==> config.mk <==
export PLATFORM = sky130hd
export DESIGN_NAME = pbwake
export DESIGN_NICKNAME = d
export VERILOG_FILES = /design/src/hw/pbwake_pkg.sv /design/src/hw/pulse_gen.sv /design/src/hw/pbwake.sv
export VERILOG_INCLUDE_DIRS = /design/src /design/src/hw
export SDC_FILE = /design/constraint.sdc
export NUM_CORES = 1
export LEC_CHECK = 0
export BUFFER_PORTS_ARGS = -buffer_cell sky130_fd_sc_hd__buf_2
export CAP_MARGIN = 20
export CORE_AREA = 5 5 95 97
export DETAILED_ROUTE_END_ITERATION = 8
export DIE_AREA = 0 0 100 102
export PLACE_DENSITY = 0.83
export SLEW_MARGIN = 20
export SYNTH_ARGS = -nofsm -noshare
export SYNTH_HDL_FRONTEND = slang
export SYNTH_SLANG_ARGS = --single-unit
==> constraint.sdc <==
create_clock -name clk -period 7.4 [get_ports clk]
set_input_delay 0.37 -clock clk [delete_from_list [all_inputs] [get_ports clk]]
set_output_delay 0.37 -clock clk [all_outputs]
set_load 0.01 [all_outputs]
==> src/hw/pbwake_params.svh <==
`ifndef PBWAKE_PARAMS_SVH
`define PBWAKE_PARAMS_SVH

// Clock rate in kHz and derived pulse lengths.
`define CLK_KHZ            25000
`define INT_PULSE_US       128
`define INT_PULSE_CYC      ((`INT_PULSE_US * `CLK_KHZ) / 1000)
// Reset output pulse duration in microseconds.
`define RESET_PULSE_US     400000
// Divided first: the product of the two figures would overflow 32-bit arithmetic.
`define RESET_PULSE_CYC    ((`RESET_PULSE_US / 1000) * `CLK_KHZ)
// Wake hold thresholds in milliseconds, selected by a two-bit field.
`define WAKE_MS_0          80
`define WAKE_MS_1          1000
`define WAKE_MS_2          2000
`define WAKE_MS_3          4000
// Reset hold thresholds in milliseconds, selected by a two-bit field.
`define RESET_MS_0         5000
`define RESET_MS_1         9000
`define RESET_MS_2         11000
`define RESET_MS_3         15000
// Width of the hold time counter and of the pulse counters.
`define HOLD_CNT_W         32
`define PULSE_CNT_W        24

`endif

==> src/hw/pbwake_pkg.sv <==
package pbwake_pkg;

	// Supply and enable conditions seen by the supervisor.
	typedef struct packed {
		logic battery_node_ok;
		logic input_supply_ok;
		logic charge_en;
	} supply_type;

	// Recovery destinations after a reset.
	typedef enum logic [1:0] {
		REC_RESUME = 2'b00,
		REC_SHIP   = 2'b01,
		REC_HIZ    = 2'b10
	} recovery_type;

	// Button supervisor states.
	typedef enum logic [1:0] {
		ST_IDLE    = 2'b00,
		ST_HOLD    = 2'b01,
		ST_RESET   = 2'b10,
		ST_WAIT_HI = 2'b11
	} pb_state_type;

endpackage

==> src/hw/pulse_gen.sv <==
`timescale 1ns/1ps
`include "pbwake_params.svh"

// One-shot pulse generator: a trigger starts a fixed-length pulse.
module pulse_gen #(
	parameter logic [`PULSE_CNT_W-1:0] LEN = 24'h000001
) (
	input  wire logic clk,
	input  wire logic rst,
	input  wire logic trig,
	output logic      active
);
	logic [`PULSE_CNT_W-1:0] cnt_r;
	logic [`PULSE_CNT_W-1:0] cnt_nxt;

	// A new trigger restarts the count; zero means idle.
	always_comb begin
		cnt_nxt = cnt_r;
		if (trig)
			cnt_nxt = LEN;
		else if (cnt_r != '0)
			cnt_nxt = cnt_r - 1'b1;
	end

	// Register the count.
	always_ff @(posedge clk) begin
		if (rst)
			cnt_r <= '0;
		else
			cnt_r <= cnt_nxt;
	end

	assign active = (cnt_r != '0);
endmodule // pulse_gen

==> src/hw/pbwake.sv <==
// Operation
// RL1: Button acts only with battery present, or supply valid and charging enabled.
// RL2: Host side should not press button while supply ramps up.
// RL3: Wake and reset hold times come from separate select fields.
// RL4: Wake condition gives one interrupt pulse and sets wake flags.
// RL5: Wake and reset flags hold until the control register is read.
// RL6: Reset condition gives interrupt pulse and asserts active-low reset.
// RL7: Exactly one fixed-length reset pulse per reset condition.
// RL8: No new reset until release and new hold for wake time.
// RL9: Battery-only reset enters ship or high-impedance per recovery select.
// RL10: Reset with valid supply returns to prior operating state.
// RL11: Disabled system rail is re-enabled when recovering to high-impedance or battery.
// RL12: Config bit chooses button-only or button plus valid supply reset.
// RL13: Disabled rail re-enables only on supply connect or reset-length hold.
// RL14: Any fault sends an interrupt pulse.
// RL15: Low time counted, restarted on release, compared with thresholds.
`timescale 1ns/1ps
`include "pbwake_params.svh"

module pbwake
	import pbwake_pkg::*;
#(
	parameter int unsigned WAKE_MS0   = `WAKE_MS_0,
	parameter int unsigned WAKE_MS1   = `WAKE_MS_1,
	parameter int unsigned WAKE_MS2   = `WAKE_MS_2,
	parameter int unsigned WAKE_MS3   = `WAKE_MS_3,
	parameter int unsigned RESET_MS0  = `RESET_MS_0,
	parameter int unsigned RESET_MS1  = `RESET_MS_1,
	parameter int unsigned RESET_MS2  = `RESET_MS_2,
	parameter int unsigned RESET_MS3  = `RESET_MS_3,
	parameter int unsigned RESET_CYC  = `RESET_PULSE_CYC,
	parameter int unsigned CYC_PER_MS = `CLK_KHZ
) (
	input  wire logic                 clk,
	input  wire logic                 rst,
	input  wire logic                 manual_button_n,
	input  wire pbwake_pkg::supply_type supply,
	input  wire logic [1:0]           button_wake_time_sel,
	input  wire logic [1:0]           button_reset_time_sel,
	input  wire logic                 button_recovery_sel,
	input  wire logic                 reset_needs_supply_sel,
	input  wire logic                 control_reg_read,
	input  wire logic                 fault_event,
	input  wire logic                 rail_disable_req,
	output logic                      int_n,
	output logic                      reset_out_n,
	output logic [1:0]                button_wake_flags,
	output logic                      reset_flag,
	output logic                      system_rail_en,
	output pbwake_pkg::recovery_type  recovery_mode
);
	import pbwake_pkg::*;

	// Converts milliseconds to a clock count of the hold counter width.
	function automatic logic [`HOLD_CNT_W-1:0] ms_cyc(input int unsigned ms);
		longint unsigned c;
		c = longint'(ms) * longint'(CYC_PER_MS);
		return c[`HOLD_CNT_W-1:0];
	endfunction

	pb_state_type            st_r, st_nxt;
	logic [`HOLD_CNT_W-1:0]  hold_r, hold_nxt;
	logic [1:0]              wflag_r, wflag_nxt;
	logic                    rflag_r, rflag_nxt;
	logic                    rail_r, rail_nxt;
	recovery_type            rec_r, rec_nxt;
	logic                    int_trig, rst_trig;
	logic                    int_act, rst_act;
	logic                    int_n_r, rst_n_r;
	logic                    enabled, sup_ok, wake_hit, reset_hit, reset_allowed;
	logic [`HOLD_CNT_W-1:0]  wake_thr, reset_thr;

	// Button qualification and threshold selection.
	always_comb begin
		enabled = supply.battery_node_ok |
			(supply.input_supply_ok & supply.charge_en); // RL1
		sup_ok = supply.input_supply_ok;
		case (button_wake_time_sel) // RL3
			2'h0:    wake_thr = ms_cyc(WAKE_MS0);
			2'h1:    wake_thr = ms_cyc(WAKE_MS1);
			2'h2:    wake_thr = ms_cyc(WAKE_MS2);
			default: wake_thr = ms_cyc(WAKE_MS3);
		endcase
		case (button_reset_time_sel) // RL3
			2'h0:    reset_thr = ms_cyc(RESET_MS0);
			2'h1:    reset_thr = ms_cyc(RESET_MS1);
			2'h2:    reset_thr = ms_cyc(RESET_MS2);
			default: reset_thr = ms_cyc(RESET_MS3);
		endcase
		wake_hit  = (hold_r == wake_thr); // RL15
		reset_hit = (hold_r == reset_thr); // RL15
		reset_allowed = !reset_needs_supply_sel | sup_ok; // RL12
	end

	// Button state machine, hold counter, flags and recovery.
	always_comb begin
		st_nxt    = st_r;
		hold_nxt  = hold_r;
		wflag_nxt = wflag_r;
		rflag_nxt = rflag_r;
		rail_nxt  = rail_r;
		rec_nxt   = rec_r;
		int_trig  = 1'b0;
		rst_trig  = 1'b0;
		// A read clears the flags; a same-cycle event sets them again below.
		if (control_reg_read) begin // RL5
			wflag_nxt = 2'b00;
			rflag_nxt = 1'b0;
		end
		if (fault_event)
			int_trig = 1'b1; // RL14
		if (rail_disable_req)
			rail_nxt = 1'b0;
		if (sup_ok && !rail_r)
			rail_nxt = 1'b1; // RL13
		case (st_r)
			ST_IDLE: begin
				hold_nxt = '0;
				if (!manual_button_n && enabled)
					st_nxt = ST_HOLD;
			end
			ST_HOLD: begin
				if (manual_button_n || !enabled) begin
					hold_nxt = '0; // RL15
					st_nxt = ST_IDLE;
				end else begin
					if (hold_r != '1)
						hold_nxt = hold_r + 1'b1; // RL15
					if (wake_hit) begin
						int_trig = 1'b1; // RL4
						wflag_nxt[0] = 1'b1; // RL4
						if (hold_r >= ms_cyc(WAKE_MS1))
							wflag_nxt[1] = 1'b1; // RL4
					end
					if (reset_hit && reset_allowed) begin
						int_trig  = 1'b1; // RL6
						rst_trig  = 1'b1; // RL6
						rflag_nxt = 1'b1;
						st_nxt    = ST_RESET;
						if (sup_ok)
							rec_nxt = REC_RESUME; // RL10
						else if (button_recovery_sel)
							rec_nxt = REC_HIZ; // RL9
						else
							rec_nxt = REC_SHIP; // RL9
						if (sup_ok || button_recovery_sel)
							rail_nxt = 1'b1; // RL11 RL13
					end
				end
			end
			ST_RESET: begin
				st_nxt = ST_WAIT_HI; // RL7
			end
			ST_WAIT_HI: begin
				hold_nxt = '0;
				if (manual_button_n)
					st_nxt = ST_IDLE; // RL8
			end
			default: st_nxt = ST_IDLE;
		endcase
	end

	// State registers.
	always_ff @(posedge clk) begin
		if (rst) begin
			st_r    <= ST_IDLE;
			hold_r  <= '0;
			wflag_r <= 2'b00;
			rflag_r <= 1'b0;
			rail_r  <= 1'b1;
			rec_r   <= REC_RESUME;
		end else begin
			st_r    <= st_nxt;
			hold_r  <= hold_nxt;
			wflag_r <= wflag_nxt;
			rflag_r <= rflag_nxt;
			rail_r  <= rail_nxt;
			rec_r   <= rec_nxt;
		end
	end

	// Interrupt pulse of fixed length.
	pulse_gen #(.LEN(`PULSE_CNT_W'(`INT_PULSE_CYC))) u_int_pulse (
		.clk    (clk),
		.rst    (rst),
		.trig   (int_trig),
		.active (int_act)
	);

	// Reset pulse of fixed length.
	pulse_gen #(.LEN(`PULSE_CNT_W'(RESET_CYC))) u_rst_pulse (
		.clk    (clk),
		.rst    (rst),
		.trig   (rst_trig),
		.active (rst_act)
	);

	// Output flops.
	always_ff @(posedge clk) begin
		if (rst) begin
			int_n_r <= 1'b1;
			rst_n_r <= 1'b1;
		end else begin
			int_n_r <= !int_act;
			rst_n_r <= !rst_act; // RL7
		end
	end

	assign int_n             = int_n_r;
	assign reset_out_n       = rst_n_r;
	assign button_wake_flags = wflag_r;
	assign reset_flag        = rflag_r;
	assign system_rail_en    = rail_r;
	assign recovery_mode     = rec_r;

	// Checker state: the length so far of the low pulse on each active-low output, and
	// whether the button has been seen high since the last reset trigger. The counters
	// saturate, so a pin stuck low cannot wrap round and look like a fresh short pulse.
	logic [`PULSE_CNT_W-1:0] int_low_r, int_low_nxt;
	logic [`PULSE_CNT_W-1:0] rst_low_r, rst_low_nxt;
	logic                    seen_rel_r, seen_rel_nxt;

	// Next values of the checker state.
	always_comb begin
		int_low_nxt  = '0;
		rst_low_nxt  = '0;
		seen_rel_nxt = seen_rel_r;
		if (!int_n_r)
			int_low_nxt = (int_low_r == '1) ? int_low_r : int_low_r + 1'b1;
		if (!rst_n_r)
			rst_low_nxt = (rst_low_r == '1) ? rst_low_r : rst_low_r + 1'b1;
		if (manual_button_n)
			seen_rel_nxt = 1'b1;
		if (rst_trig)
			seen_rel_nxt = 1'b0;
	end

	// Register the checker state; the button counts as released out of reset.
	always_ff @(posedge clk) begin
		if (rst) begin
			int_low_r  <= '0;
			rst_low_r  <= '0;
			seen_rel_r <= 1'b1;
		end else begin
			int_low_r  <= int_low_nxt;
			rst_low_r  <= rst_low_nxt;
			seen_rel_r <= seen_rel_nxt;
		end
	end

	// Reset and interrupt both go low two cycles after the trigger: one cycle to load the
	// pulse counter, one for the output flop.
	a_reset_start: assert property (@(posedge clk) disable iff (rst) // RL6
		rst_trig |-> ##2 (!reset_out_n && !int_n))
		else $error("reset pulse missing");

	// A wake hit sets the first flag next cycle and pulls the interrupt low the cycle after.
	a_wake_int: assert property (@(posedge clk) disable iff (rst) // RL4
		(st_r == ST_HOLD && wake_hit && !manual_button_n && enabled)
		|-> ##1 button_wake_flags[0] ##1 !int_n)
		else $error("wake not signalled");

	// A read with no event in flight leaves every flag clear.
	a_flag_clear: assert property (@(posedge clk) disable iff (rst) // RL5
		(control_reg_read && !int_trig && !(st_r == ST_HOLD))
		|=> (button_wake_flags == 2'b00 && !reset_flag))
		else $error("flags not cleared");

	// One reset per press: the machine leaves the reset state at once, and a new trigger
	// needs a release first and then a hold of at least the wake time.
	a_one_reset: assert property (@(posedge clk) disable iff (rst) // RL7
		(st_r == ST_RESET) |=> (st_r == ST_WAIT_HI))
		else $error("reset not single");
	a_no_rereset: assert property (@(posedge clk) disable iff (rst) // RL8
		rst_trig |-> seen_rel_r)
		else $error("reset repeated without release");
	a_rereset_hold: assert property (@(posedge clk) disable iff (rst) // RL8
		rst_trig |-> (hold_r >= wake_thr))
		else $error("reset before wake time");

	// The reset pulse has its fixed length. A fault during an interrupt pulse restarts it,
	// so an interrupt pulse is checked for its minimum length only.
	a_reset_length: assert property (@(posedge clk) disable iff (rst) // RL7
		$rose(reset_out_n) |-> (rst_low_r == `PULSE_CNT_W'(RESET_CYC)))
		else $error("reset pulse length wrong");
	a_int_length: assert property (@(posedge clk) disable iff (rst) // RL4 RL14
		$rose(int_n) |-> (int_low_r >= `PULSE_CNT_W'(`INT_PULSE_CYC)))
		else $error("interrupt pulse too short");

	// The button is ignored while not enabled, and reset may be gated by the supply.
	a_gate_off: assert property (@(posedge clk) disable iff (rst) // RL1
		(!enabled && st_r == ST_IDLE) |=> (st_r == ST_IDLE))
		else $error("button used while off");
	a_need_sup: assert property (@(posedge clk) disable iff (rst) // RL12
		(rst_trig && reset_needs_supply_sel) |-> sup_ok)
		else $error("reset without supply");
	a_fault_int: assert property (@(posedge clk) disable iff (rst) // RL14
		fault_event |-> ##2 !int_n)
		else $error("fault interrupt missing");

	// The recovery destination follows the supply and the recovery select.
	a_ship_rec: assert property (@(posedge clk) disable iff (rst) // RL9
		(rst_trig && !sup_ok && !button_recovery_sel) |=> (recovery_mode == REC_SHIP))
		else $error("wrong recovery");
	a_hiz_rec: assert property (@(posedge clk) disable iff (rst) // RL9
		(rst_trig && !sup_ok && button_recovery_sel) |=> (recovery_mode == REC_HIZ))
		else $error("high-impedance recovery missing");
	a_resume_rec: assert property (@(posedge clk) disable iff (rst) // RL10
		(rst_trig && sup_ok) |=> (recovery_mode == REC_RESUME))
		else $error("resume recovery missing");

	// The rail comes back with a supply or after a reset into high impedance or battery
	// operation, and otherwise stays off once disabled.
	a_rail_recover: assert property (@(posedge clk) disable iff (rst) // RL11
		(rst_trig && (sup_ok || button_recovery_sel)) |=> system_rail_en)
		else $error("rail not re-enabled after reset");
	a_rail_supply: assert property (@(posedge clk) disable iff (rst) // RL13
		(sup_ok && !system_rail_en) |=> system_rail_en)
		else $error("rail not re-enabled by supply");
	a_rail_held: assert property (@(posedge clk) disable iff (rst) // RL13
		(!system_rail_en && !sup_ok && !rst_trig) |=> !system_rail_en)
		else $error("rail re-enabled without cause");

	// A release or a loss of enable restarts the hold count from zero.
	a_hold_restart: assert property (@(posedge clk) disable iff (rst) // RL15
		(st_r == ST_HOLD && (manual_button_n || !enabled))
		|=> (st_r == ST_IDLE && hold_r == '0))
		else $error("hold count not restarted");
endmodule // pbwake

# Yosys cells after proc, flatten, opt, wreduce, memory -nomap -nowiden
# Cells that the tools add are included.
# W data, S select, Z words.
# word_totals
reg_bits,90
latchBits,0
ramBits,0
rom_bits,0
input_bits,15
output_inout_bits,8
mem_count,0
# classes
add_sub_neg,3
n_mul,0
n_div,0
order_cmp,1
eq_ne,14
n_shift,0
muxes,39
n_bitwise,4
n_reduce_logical,25
# ops
op,count
$pmux W29 S3,1
$pmux W27 S3,1
$eq A32 B32 Y1,2
$mux W32,2
$pmux W32 S2,1
$mux W24,2
$reduce_bool A24 Y1,2
$sub A24 B1 Y24 const B,2
$add A32 B1 Y32 const B,1
$ge A32 B25 Y1 const B,1
$ne A32 B32 Y1 const B,1
$mux W12,2
$mux W2,10
$mux W1,19
$eq A2 B2 Y1 const B,4
$pmux W2 S4,1
$eq A2 B1 Y1 const B,3
$logic_not A1 Y1,6
$logic_not A2 Y1,3
$ne A3 B3 Y1 const B,2
$reduce_and A3 Y1,2
$reduce_bool A2 Y1,3
$reduce_or A2 Y1,3
$ne A2 B2 Y1 const B,2
6 further kinds,10

# Depth between registers and ports, before layout
# Gate-level depths: netlist (run 1).
# logic_depth
depth_word,8
mapped_depth,9
depth_no_buf,8

# Hierarchy
# Synthesis (run 1) repeated with hierarchy kept, for this count alone.
# unflattened
hier_cells,691
hier_area_um2,5672.9
# modules_own_cells
module,n_inst,cells_each,area_per_inst_um2,seq_area_each_um2
pbwake,1,375,2946.6,840.8
pulse_gen (u_int_pulse),1,167,1410.1,480.5
pulse_gen (u_rst_pulse),1,149,1316.3,480.5

# Worst setup path after synthesis (run 1)
# No wires, ideal clock.
# synth_path
kind,flip-flop to flip-flop
from,register u_int_pulse.cnt_r[10]
to,register u_int_pulse.cnt_r[6]
setup_time_ns,0.117
arrival_ns,2.197
required_time_ns,7.283
slack_ns,5.086
stages_incl_launch_ff,8
n_path_buf,1
path_cell_list,dfxtp_1 > or4_4 > or4_4 > or3_1 > buf_6 > nand3_1 > xor2_1 > nor2_1
# synth_between
elab_chain_len,1
# synth_rtl
item,line_no,source
"start, declared",pulse_gen.sv:13,logic [`PULSE_CNT_W-1:0] cnt_r;
"start signal, assigned",pulse_gen.sv:30,cnt_r <= cnt_nxt;
$reduce_bool A24 Y1,pulse_gen.sv:21,else if (cnt_r != '0)
# No other way between the ends.
# A chain may end at the register's enable or synchronous reset.

# Final worst setup path (run 1)
# layout_path
from,register hold_r[8]
to,register u_int_pulse.cnt_r[8]
# layout_between
elab_chain_len,6
word_cells_on_any_way,8
# layout_rtl
item,line_no,source
"start, declared",pbwake.sv:62,"logic [`HOLD_CNT_W-1:0] hold_r, hold_nxt;"
"start signal, assigned",pbwake.sv:174,hold_r <= hold_nxt;
$eq A32 B32 Y1 (on tied branches),"pbwake.sv:90, pbwake.sv:91",
$mux W1 / $logic_and A1 B1 Y1 (equally long branches),"pbwake.sv:129, pbwake.sv:135",
$mux W1 (*),pbwake.sv:135,if (reset_hit && reset_allowed) begin
$mux W1 (*),pbwake.sv:123,if (manual_button_n || !enabled) begin
$mux W1 (*),pbwake.sv:116,case (st_r)
$reduce_or A2 Y1 (no line) (*),--,
# Mark *: on every way between the ends. The rest lies on a longest branch, timed or not.

==> results of run 1 <==
==> registers in the layout, indices dropped and copies added (netlist names), named ones only <==
signal and cells:
button_wake_flags 2, hold_r 32, int_n 1, recovery_mode 2
reset_flag 1, reset_out_n 1, st_r 1, system_rail_en 1
u_int_pulse.cnt_r 24, u_rst_pulse.cnt_r 24
==> per-stage QoR <==
stage | utilization | setup slack [ns] | power [mW] | cells
global placement | 0.652 | 4.16 | 1.23 | 739
global route | 0.675 | 3.91 | 1.69 | 755
finish | 0.675 | 4.21 | 1.58 | 755
floorplan | - | 5.09 | 1.14 | 644
CTS | 0.675 | 4.24 | 1.58 | 755
detailed placement | 0.652 | 4.10 | 1.26 | 739
==> worst paths after layout <==
check / from / to / slack (ns) / cells after the start
min: control_reg_read / button_wake_flags[1] / 0.28 / 4
min reg2reg: reset_flag / reset_flag / 0.47 / 2
max reg2reg: hold_r[8] / u_int_pulse.cnt_r[8] / 4.21 / 6
max: hold_r[8] / u_int_pulse.cnt_r[8] / 4.21 / 6
==> critical path, stage by stage, from the launching register on <==
cell     delay, ns
dfxtp_1       0.43
nor4b_1       0.43
mux2i_1       0.18
or4b_1        0.61
o21ai_2       0.60
or3_1         0.66
nor2_1        0.14
==> report_power, final <==
part	total, mW	internal [mW]	switching [mW]
combinational	0.620	0.261	0.359
clock	0.325	0.127	0.197
sequential	0.639	0.564	0.0753
total	1.58	0.952	0.632
==> area by class of cell <==
cell class,count,area (µm²),area share
Inverter,22,82.6,0.0152
Tap cell,105,131,0.0242
Clock buffer,9,124,0.0228
Timing Repair Buffer,26,140,0.0258
Clock inverter,7,57.6,0.0106
Multi-Input combinational cell,496,3090,0.570
Sequential cell,90,1800,0.332
==> placed cells by master, fill, tap and decap left out, types with 21 or more instances in the layout <==
| master | Yosys | routed |
|---|---|---|
| nor3_1 | 26 | 26 |
| nand2_1 | 50 | 50 |
| nor2_1 | 81 | 81 |
| xnor2_1 | 22 | 22 |
| a21oi_1 | 45 | 45 |
| dfxtp_1 | 90 | 90 |
| o21ai_0 | 27 | 27 |
| xor2_1 | 23 | 23 |
| buf_2 | 9 | 22 |
| nand3_1 | 23 | 23 |
| inv_1 | 21 | 21 |
==> cells by family (layout without fill, tap and decap cells) <==
family,Yosys count,count (layout),synth area share
DFF,90,90,0.351
buffers and inverters,58,64,0.0463
muxes,6,6,0.0117
and+or+nand+nor,287,287,0.293
AOI/OAI and AO/OA,140,140,0.177
adders and majority gates,18,18,0.0439
xor gates and xnor gates,45,45,0.0768
==> per-layer routing <==
metal  GRT usage  routed length [µm]
met5           0                   0
met1       0.301                5430
met3      0.0478                 605
met2       0.437                6250
met4       0.108                 304
==> flow_metrics.env, run 1 <==
export IMPL_fin_skew_ns=0.00981
export IMPL_ctsResizeCount=0
export IMPL_grt_start_max_net_pins=50
export IMPL_ir_drop_mv=0.140
export IMPL_synthesis_instances=644
export IMPL_vias_per_cell=6.34
export IMPL_yosysWarnings=0
export IMPL_coreArea_um2=8050
export IMPL_cts_tree="built"
export IMPL_place_hpwl_um=8990
export IMPL_htree_levels=3
export IMPL_drv_slew=0
export IMPL_yosys_area_top_type="dfxtp_1"
export IMPL_cp_end_kind="register"
export IMPL_yosysMostFrequentCell="dfxtp_1"
export IMPL_leakage_nw=2.00
export IMPL_dr_pass1_iters=5
export IMPL_synth_area_leaders="dfxtp_1 35%, nor2_1 5.9%, a21oi_1 4.4%"
export IMPL_cts_buffers=9
export IMPL_path_max_fanout=21
export IMPL_hold_viol=0
export IMPL_arrival_ns=3.41
export IMPL_ys_ff_latch=90
export IMPL_p_per_area_nw_per_um2=292
export IMPL_synthToLayoutAreaGrowth_pct=5.80
export IMPL_routed_wl_um=12600
export IMPL_tightestPinTransition_ns=0.965
export IMPL_wl_per_cell_um=16.7
export IMPL_fin_crit_ns=3.19
export IMPL_grt_usage=0.250
export IMPL_port_buffers=22
export IMPL_synthDistinctLibCells=62
export IMPL_final_area_um2=5430
export IMPL_placed_cell_area_um2=5250
export IMPL_clock_root_buffer="clkbuf_8"
export IMPL_clk_latency_ns=0.37
export IMPL_grt_ovfl_total=0
export IMPL_rsz0062_at_grt="false"
export IMPL_drcViolationCount=0
export IMPL_gp_congestion=0.934
export IMPL_crit_type="reg -> reg"
export IMPL_synth_area_um2=5130
export IMPL_die_width_um=100
export IMPL_grt_pass1_vias=4411
export IMPL_ctsHoldBuffers=0
export IMPL_yosys_top_cells_count="90 x dfxtp_1, 81 x nor2_1, 50 x nand2_1, 45 x a21oi_1, 27 x o21ai_0"
export IMPL_syn_avg_cell_area_um2=7.97
export IMPL_fin_crit_sh=0.431
export IMPL_yosysSeqAreaShare=0.351
export IMPL_status="complete, no violations"
export IMPL_max_slew_margin=0.340
export IMPL_path_clk_slew_ns=0.09
export IMPL_setup_viol=0
export IMPL_finalSetupTns_ns=0
export IMPL_antenna_found_initial=0
export IMPL_cts_num_sinks=90
export IMPL_start_util=0.638
export IMPL_antenna_left=0
export IMPL_synth_top_area_share=0.351
export IMPL_filler_cell_count=708
export IMPL_maxCapViolCount=0
export IMPL_synth_main_ff_cell="dfxtp_1"
export IMPL_drive_above_1_share=0.0831
export IMPL_die_h_um=102
export IMPL_nets=678
export IMPL_start_kind="register"
export IMPL_ios=23
export IMPL_rows=33
export IMPL_synth_edf_count=0
export IMPL_hold_path_class="in -> reg"
export IMPL_cp_required_ns=7.62
export IMPL_antennaDiodeCount=0
export IMPL_vias=4790
export IMPL_die_area_um2=10200
export IMPL_holdWs_ns=0.284
export IMPL_drtIter0Drc=217
export IMPL_clock_path_buffers=2
export IMPL_max_freq_ghz=0.314
export IMPL_async_reset_ff_frac=0
export IMPL_grt_pass1_wl_um=20800
export IMPL_synth_fp_nets=677
export IMPL_cts_setup_buffers=0
Power figures use the tool's default switching activity.
==> run 2: changes to the inputs <==
--- a/config.mk
+++ b/config.mk
@@ -6,12 +6,13 @@
 export SDC_FILE = /design/constraint.sdc
 export NUM_CORES = 1
 export LEC_CHECK = 0
+export ABC_AREA = 1
 export BUFFER_PORTS_ARGS = -buffer_cell sky130_fd_sc_hd__buf_2
 export CAP_MARGIN = 20
-export CORE_AREA = 5 5 95 97
+export CORE_AREA = 5 5 108 110
 export DETAILED_ROUTE_END_ITERATION = 8
-export DIE_AREA = 0 0 100 102
-export PLACE_DENSITY = 0.83
+export DIE_AREA = 0 0 113 115
+export PLACE_DENSITY = 0.77
 export SLEW_MARGIN = 20
 export SYNTH_ARGS = -nofsm -noshare
 export SYNTH_HDL_FRONTEND = slang
==> constraint.sdc (replaced) <==
create_clock -name clk -period 2.9 [get_ports clk]
set_input_delay 0.145 -clock clk [delete_from_list [all_inputs] [get_ports clk]]
set_output_delay 0.145 -clock clk [all_outputs]
set_load 0.01 [all_outputs]
==> run 2 against run 1 <==
Against the previous run: area after synthesis is 15% higher; clock-buffer cell count stayed put; non-clock buffer count stayed put; design area is 16% higher; via count is 22% higher; first-iteration DRC count is 94% higher; hold slack worse by 0.26 ns; final cell count is 45% higher; worst setup slack worse by 3.6 ns.
==> flow_metrics.env, run 2 <==
export IMPL_final_area_um2=6320
export IMPL_yosysSeqAreaShare=0.304
export IMPL_ctsResizeCount=0
export IMPL_place_hpwl_um=11700
export IMPL_ios=23
export IMPL_antenna_found_initial=0
export IMPL_critical_path_depth=11
export IMPL_drtIter0Drc=421
export IMPL_maxCapViolCount=0
export IMPL_port_buffers=22
export IMPL_max_slew_margin=0.584
export IMPL_yosys_top_cells_count="207 x nand2_1, 177 x nor2_1, 122 x inv_1, 90 x dfxtp_1, 65 x nand3_1"
export IMPL_crit_top_cell="nor2_1"
export IMPL_yosysMostFrequentCell="nand2_1"
export IMPL_die_area_um2=13000
export IMPL_grt_ovfl_total=0
export IMPL_vias_per_cell=5.35
export IMPL_antennaDiodeCount=0
export IMPL_cp_required_ns=3.17
export IMPL_tightestPinTransition_ns=0.624
export IMPL_mostFrequentLayoutCell="nand2_1"
export IMPL_synth_fp_nets=964
export IMPL_nets=984
export IMPL_holdWs_ns=0.0241
export IMPL_cts_buffers=9
export IMPL_crit_type="reg -> reg"
export IMPL_rsz0062_at_grt="false"
export IMPL_routed_wl_um=15200
export IMPL_synth_top_area_share=0.304
export IMPL_reg2reg_slack_ns=0.65
export IMPL_p_per_area_nw_per_um2=669
export IMPL_clock_path_buffers=2
export IMPL_grt_pass1_wl_um=25400
export IMPL_cpLargestDelayFamily="simple AND/OR/NAND/NOR gates"
export IMPL_yosys_area_top_type="dfxtp_1"
export IMPL_crit_slowest_cell="dfxtp_1"
export IMPL_yosysWarnings=0
export IMPL_drcViolationCount=0
export IMPL_crit_path_cell_trace="nand2_1 -> nor3_4 -> nand2_2 -> nor2_2 -> nand3_2 -> nand2_4 -> inv_4 -> nand2_1 -> nor2_1 -> nor2_1 -> nor2_1"
export IMPL_status="complete, no violations"
export IMPL_ir_drop_mv=0.401
export IMPL_antenna_left=0
export IMPL_htree_levels=3
export IMPL_largestRegisters="hold_r (32), u_int_pulse.cnt_r (24), u_rst_pulse.cnt_r (24)"
export IMPL_cts_tree="built"
export IMPL_die_width_um=113
export IMPL_drive_above_1_share=0.0983
export IMPL_placed_cell_area_um2=6120
export IMPL_r2r_cells=11
export IMPL_hold_path_class="in -> reg"
export IMPL_arrival_ns=2.52
export IMPL_synth_area_um2=5920
export IMPL_async_reset_ff_frac=0
export IMPL_finalSetupTns_ns=0
export IMPL_start_kind="register"
export IMPL_cts_setup_buffers=0
export IMPL_largest_register="hold_r"
export IMPL_path_clk_slew_ns=0.11
export IMPL_gp_congestion=1.04
export IMPL_dr_pass1_iters=6
export IMPL_setup_viol=0
export IMPL_fin_skew_ns=0.0121
export IMPL_fin_util=0.597
export IMPL_syn_avg_cell_area_um2=6.36
export IMPL_wl_per_cell_um=13.9
export IMPL_cp_end_kind="register"
export IMPL_synth_area_leaders="dfxtp_1 30%, nand2_1 13%, nor2_1 11%"
export IMPL_start_util=0.559
export IMPL_coreArea_um2=10600
export IMPL_path_max_fanout=25
export IMPL_leakage_nw=2.78
export IMPL_grt_usage=0.240
export IMPL_synth_main_ff_cell="dfxtp_1"
export IMPL_most_common_layout_cells="207 x nand2_1, 177 x nor2_1, 122 x inv_1"
export IMPL_cp_num_buf_inv=1
export IMPL_ys_ff_latch=90
export IMPL_grt_pass1_vias=5421
export IMPL_clk_latency_ns=0.39
export IMPL_vias=5862
export IMPL_rows=38
export IMPL_grt_start_max_net_pins=26
export IMPL_synthesis_instances=931
export IMPL_hold_depth=4
export IMPL_fin_crit_ns=2.25
export IMPL_synthToLayoutAreaGrowth_pct=6.76
export IMPL_largest_reg_flops=32
export IMPL_max_freq_ghz=0.445
export IMPL_synth_edf_count=0
export IMPL_cts_num_sinks=90
export IMPL_fin_crit_sh=0.775
export IMPL_die_h_um=115
export IMPL_cp_slowest_stage_delay_ns=0.57
export IMPL_drv_slew=0
export IMPL_clock_root_buffer="clkbuf_8"
export IMPL_synthDistinctLibCells=41
export IMPL_hold_viol=0
[run 2: cell types whose count changed after synthesis, sizes merged, moves of 8 or more]
cell,delta
clkbuf,-20
or3,-14
xnor2,-10
nand3,+47
and3,-8
nand4,+12
inv,+111
a311oi,-13
nor2,+106
a31oi,-11
nand2,+167
o21ai,+9
or4,-11
[run 2: path summary, 6_finish.rpt]
check / startpoint / to
worst max-delay path: hold_r[25] / hold_r[31]
worst min register to register: reset_flag / reset_flag
worst max register to register: hold_r[25] / hold_r[31]
worst min-delay path: rail_disable_req / system_rail_en
[run 2: kinds of logic (layout without fill, tap and decap cells)]
family,count (synthesis),after routing,synth area share
compound gates,86,86,0.0754
xor+xnor,29,29,0.0429
fa+ha+maj,18,18,0.0380
buf+inv,149,174,0.104
flops,90,90,0.304
simple gates,559,559,0.436
[run 2: metal layers]
metal / wire length (µm) / global-route usage / vias to the layer above
met1: 6800 / 0.300 / 2610
met4: 634 / 0.127 / 0
li1: - / - / 3012
met3: 814 / 0.0358 / 53
met5: 0 / 0 / -
met2: 6940 / 0.403 / 187
[run 2: through the flow]
step           setup slack, ns  total power [mW]  cells
6_report                 0.654              4.23   1096
5_1_grt                  0.394              4.61   1096
4_1_cts                  0.656              4.24   1096
3_5_place_dp             0.472              3.37   1079
3_3_place_gp             0.543              3.35   1079
2_1_floorplan             1.14              3.03    931
[run 2: report_power, final]
group | switching (mW) | leakage (nW) | internal, mW
combinational | 1.18 | 1.96 | 0.633
sequential | 0.143 | 0.732 | 1.40
clock | 0.537 | 0.0955 | 0.335
[run 2: repair_timing]
item | 4_1_cts | 5_1_grt
endpoints found under the hold margin | 1 | 0
hold buffers | 1 | 0
endpoints found under the setup margin | 0 | 0
[run 2: worst min-delay path: cells and delay by family]
| kind | cells | cell delay [ns] |
|---|---|---|
| AND/OR/NAND/NOR | 2 | 0.09 |
| AO/OA/AOI/OAI | 1 | 0.07 |
| buffers and inverters | 1 | 0.07 |
[run 2: layout make-up]
| class | instances | area (µm²) |
|---|---|---|
| Clock buffer | 9 | 124 |
| Inverter | 132 | 503 |
| Clock inverter | 7 | 70.1 |
| Sequential cell | 90 | 1800 |
| Multi-Input combinational cell | 692 | 3510 |
| Timing Repair Buffer | 26 | 143 |
| Fill cell | 1079 | 4280 |
| Tap cell | 140 | 175 |
==> run 3: changes to the inputs <==
--- a/config.mk
+++ b/config.mk
@@ -6,13 +6,13 @@
 export SDC_FILE = /design/constraint.sdc
 export NUM_CORES = 1
 export LEC_CHECK = 0
-export ABC_AREA = 1
+export ABC_AREA = 0
 export BUFFER_PORTS_ARGS = -buffer_cell sky130_fd_sc_hd__buf_2
 export CAP_MARGIN = 20
-export CORE_AREA = 5 5 108 110
+export CORE_AREA = 5 5 97 99
 export DETAILED_ROUTE_END_ITERATION = 8
-export DIE_AREA = 0 0 113 115
-export PLACE_DENSITY = 0.77
+export DIE_AREA = 0 0 102 104
+export PLACE_DENSITY = 0.79
 export SLEW_MARGIN = 20
 export SYNTH_ARGS = -nofsm -noshare
 export SYNTH_HDL_FRONTEND = slang
==> constraint.sdc (replaced) <==
create_clock -name clk -period 2.1 [get_ports clk]
set_input_delay 0.105 -clock clk [delete_from_list [all_inputs] [get_ports clk]]
set_output_delay 0.105 -clock clk [all_outputs]
set_load 0.01 [all_outputs]
==> run 3 against run 2 <==
Against the previous run: the flow now finishes with violations (negative setup slack); flip-flop and latch count unchanged; design area up 18%; die area down 18%; total power up 85%; combinational power up 130%.
==> flow_metrics.env, run 3 (synthesis results as in run 1) <==
export IMPL_leakage_nw=2.99
export IMPL_p_per_area_nw_per_um2=1050
export IMPL_grt_util_met3=0.0476
export IMPL_port_buffers=22
export IMPL_r2r_start="u_int_pulse.cnt_r[13]"
export IMPL_top_usage_layer="met2"
export IMPL_mostFrequentLayoutCell="buf_4"
export IMPL_fin_crit_sh=1.15
export IMPL_drtIter0Drc=760
export IMPL_placed_cell_area_um2=6310
export IMPL_largestRegisters="hold_r (32), u_int_pulse.cnt_r (24), u_rst_pulse.cnt_r (24)"
export IMPL_cp_end_kind="register"
export IMPL_grt_start_max_net_pins=49
export IMPL_grt_pass1_vias=5820
export IMPL_largest_register="hold_r"
export IMPL_path_clk_slew_ns=0.12
export IMPL_start_util=0.606
export IMPL_post_place_ws_ns=-0.471
export IMPL_drcViolationCount=0
export IMPL_fin_crit_ns=2.42
export IMPL_ir_drop_mv=0.731
export IMPL_clockPowerShare=0.160
export IMPL_p_int_mw=4.35
export IMPL_antennaDiodeCount=0
export IMPL_cts_buffers=9
export IMPL_crit_type="reg -> reg"
export IMPL_tightestPinTransition_ns=0.809
export IMPL_clock_root_buffer="clkbuf_8"
export IMPL_routed_wl_um=22700
export IMPL_sw_frac_of_total=0.445
export IMPL_seqPwrFrac=0.298
export IMPL_cts_num_sinks=90
export IMPL_ctsHoldBuffers=0
export IMPL_grt_usage=0.328
export IMPL_ios=23
export IMPL_rsz0062_at_grt="true"
export IMPL_violations="negative setup slack"
export IMPL_path_max_fanout=6
export IMPL_fin_skew_ns=0.0228
export IMPL_cp_slowest_stage_delay_ns=0.54
export IMPL_clk_latency_ns=0.39
export IMPL_synthToLayoutAreaGrowth_pct=45.2
export IMPL_maxCapViolCount=0
export IMPL_status="finished with violations"
export IMPL_cp_required_ns=2.41
export IMPL_cts_tree="built"
export IMPL_gp_congestion=0.996
export IMPL_most_common_layout_cells="144 x buf_4, 72 x dfxtp_1, 64 x nor2_1"
export IMPL_setup_viol=69
export IMPL_antenna_found_initial=0
export IMPL_reg2reg_slack_ns=-0.32
export IMPL_wl_per_cell_um=24.9
export IMPL_antenna_left=0
export IMPL_max_freq_ghz=0.413
export IMPL_clock_path_buffers=2
export IMPL_hold_path_class="in -> reg"
export IMPL_finalSetupTns_ns=-9.43
export IMPL_hold_viol=0
export IMPL_drive_above_1_share=0.399
export IMPL_die_width_um=102
export IMPL_crit_path_cell_trace="or4_4 -> or4_4 -> or3_4 -> buf_12 -> xnor2_4 -> nor2_1"
export IMPL_drv_slew=0
export IMPL_grt_util_met2=0.565
export IMPL_crit_top_cell="or4_4"
export IMPL_vias_per_cell=7.07
export IMPL_max_slew_margin=0.456
export IMPL_hold_depth=4
export IMPL_vias=6471
export IMPL_r2r_cells=6
export IMPL_die_area_um2=10600
export IMPL_htree_levels=3
export IMPL_hold_end="button_wake_flags[1]"
export IMPL_largest_reg_flops=32
export IMPL_final_area_um2=7450
export IMPL_dr_pass1_iters=8
export IMPL_die_h_um=104
export IMPL_p_sw_mw=3.48
export IMPL_fin_util=0.881
export IMPL_nets=835
export IMPL_place_hpwl_um=11200
export IMPL_grt_pass1_wl_um=28200
export IMPL_pwr_share_comb=0.542
export IMPL_hp_start="control_reg_read"
export IMPL_coreArea_um2=8470
export IMPL_filler_cell_count=382
export IMPL_rows=34
export IMPL_rr_endpoint="u_int_pulse.cnt_r[0]"
export IMPL_grt_use_met1=0.377
export IMPL_start_kind="register"
export IMPL_arrival_ns=2.73
export IMPL_grt_ovfl_total=0
export IMPL_crit_slowest_cell="or4_4"
export IMPL_setup_slack_ns=-0.322
[run 3: changes by cell type in the layout (fill, tap and decap cells not counted), sizes merged, moves of 8 or more]
cell	change
nand2	-167
buf	+157
inv	-112
nor2	-106
nand3	-47
or3	+14
a311oi	+13
nand4	-12
a31oi	+11
or4	+11
xnor2	+10
o21ai	-9
and3	+8
[run 3: critical path, delay by kind of cell, from the launching register on]
| family | cells | cell delay [ns] |
|---|---|---|
| flops | 1 | 0.34 |
| buf+inv | 1 | 0.17 |
| simple gates | 4 | 1.71 |
| xor+xnor | 1 | 0.12 |
[run 3: area by class of cell]
cell class,count,area (µm²),area share
Multi-Input combinational cell,496,3770,0.506
Sequential cell,90,1820,0.245
Timing Repair Buffer,183,1450,0.194
Tap cell,108,135,0.0181
Clock buffer,9,124,0.0166
Inverter,22,82.6,0.0111
Clock inverter,7,72.6,0.00973
[run 3: how the worst max path moves through the flow]
stage / from / end / slack, ns
after floorplan: u_int_pulse.cnt_r[13] / u_int_pulse.cnt_r[2] / -0.14
after global placement: hold_r[2] / u_int_pulse.cnt_r[1] / -0.52
after detailed placement: hold_r[2] / u_int_pulse.cnt_r[8] / -0.47
after CTS: u_int_pulse.cnt_r[13] / u_int_pulse.cnt_r[8] / -0.15
after global routing: u_int_pulse.cnt_r[13] / u_int_pulse.cnt_r[0] / -0.36
final: u_int_pulse.cnt_r[13] / u_int_pulse.cnt_r[0] / -0.32
[run 3: power groups by stage]
stage | registers, mW | logic [mW] | clock network (mW)
finish | 2.33 | 4.24 | 1.25
global route | 2.35 | 4.43 | 1.28
CTS | 2.21 | 3.12 | 1.21
detailed placement | 2.24 | 2.83 | 0
global placement | 2.22 | 2.69 | 0
floorplan | 2.23 | 1.83 | 0
[run 3: what timing repair did]
action | CTS | global route
buffers inserted | 15 | 12
gates cloned | 2 | 1
hold endpoints to repair | 0 | 0
endpoints found under the setup margin | 87 | 86
resized for setup | 61 | 101
pin swaps | 18 | 39
[run 3: metal layers]
metal	share of wire	up-vias
li1	-	2649
met1	0.34	2975
met2	0.47	623
met3	0.097	224
met4	0.097	0
met5	0	-
[run 3: through the flow]
step | std cells | power (mW) | hold WS (ns)
floorplan | 644 | 4.07 | 0.241
global placement | 872 | 4.91 | 0.407
detailed placement | 872 | 5.07 | 0.422
CTS | 904 | 6.54 | 0.0212
global route | 915 | 8.06 | 0.0793
finish | 915 | 7.83 | 0.0501
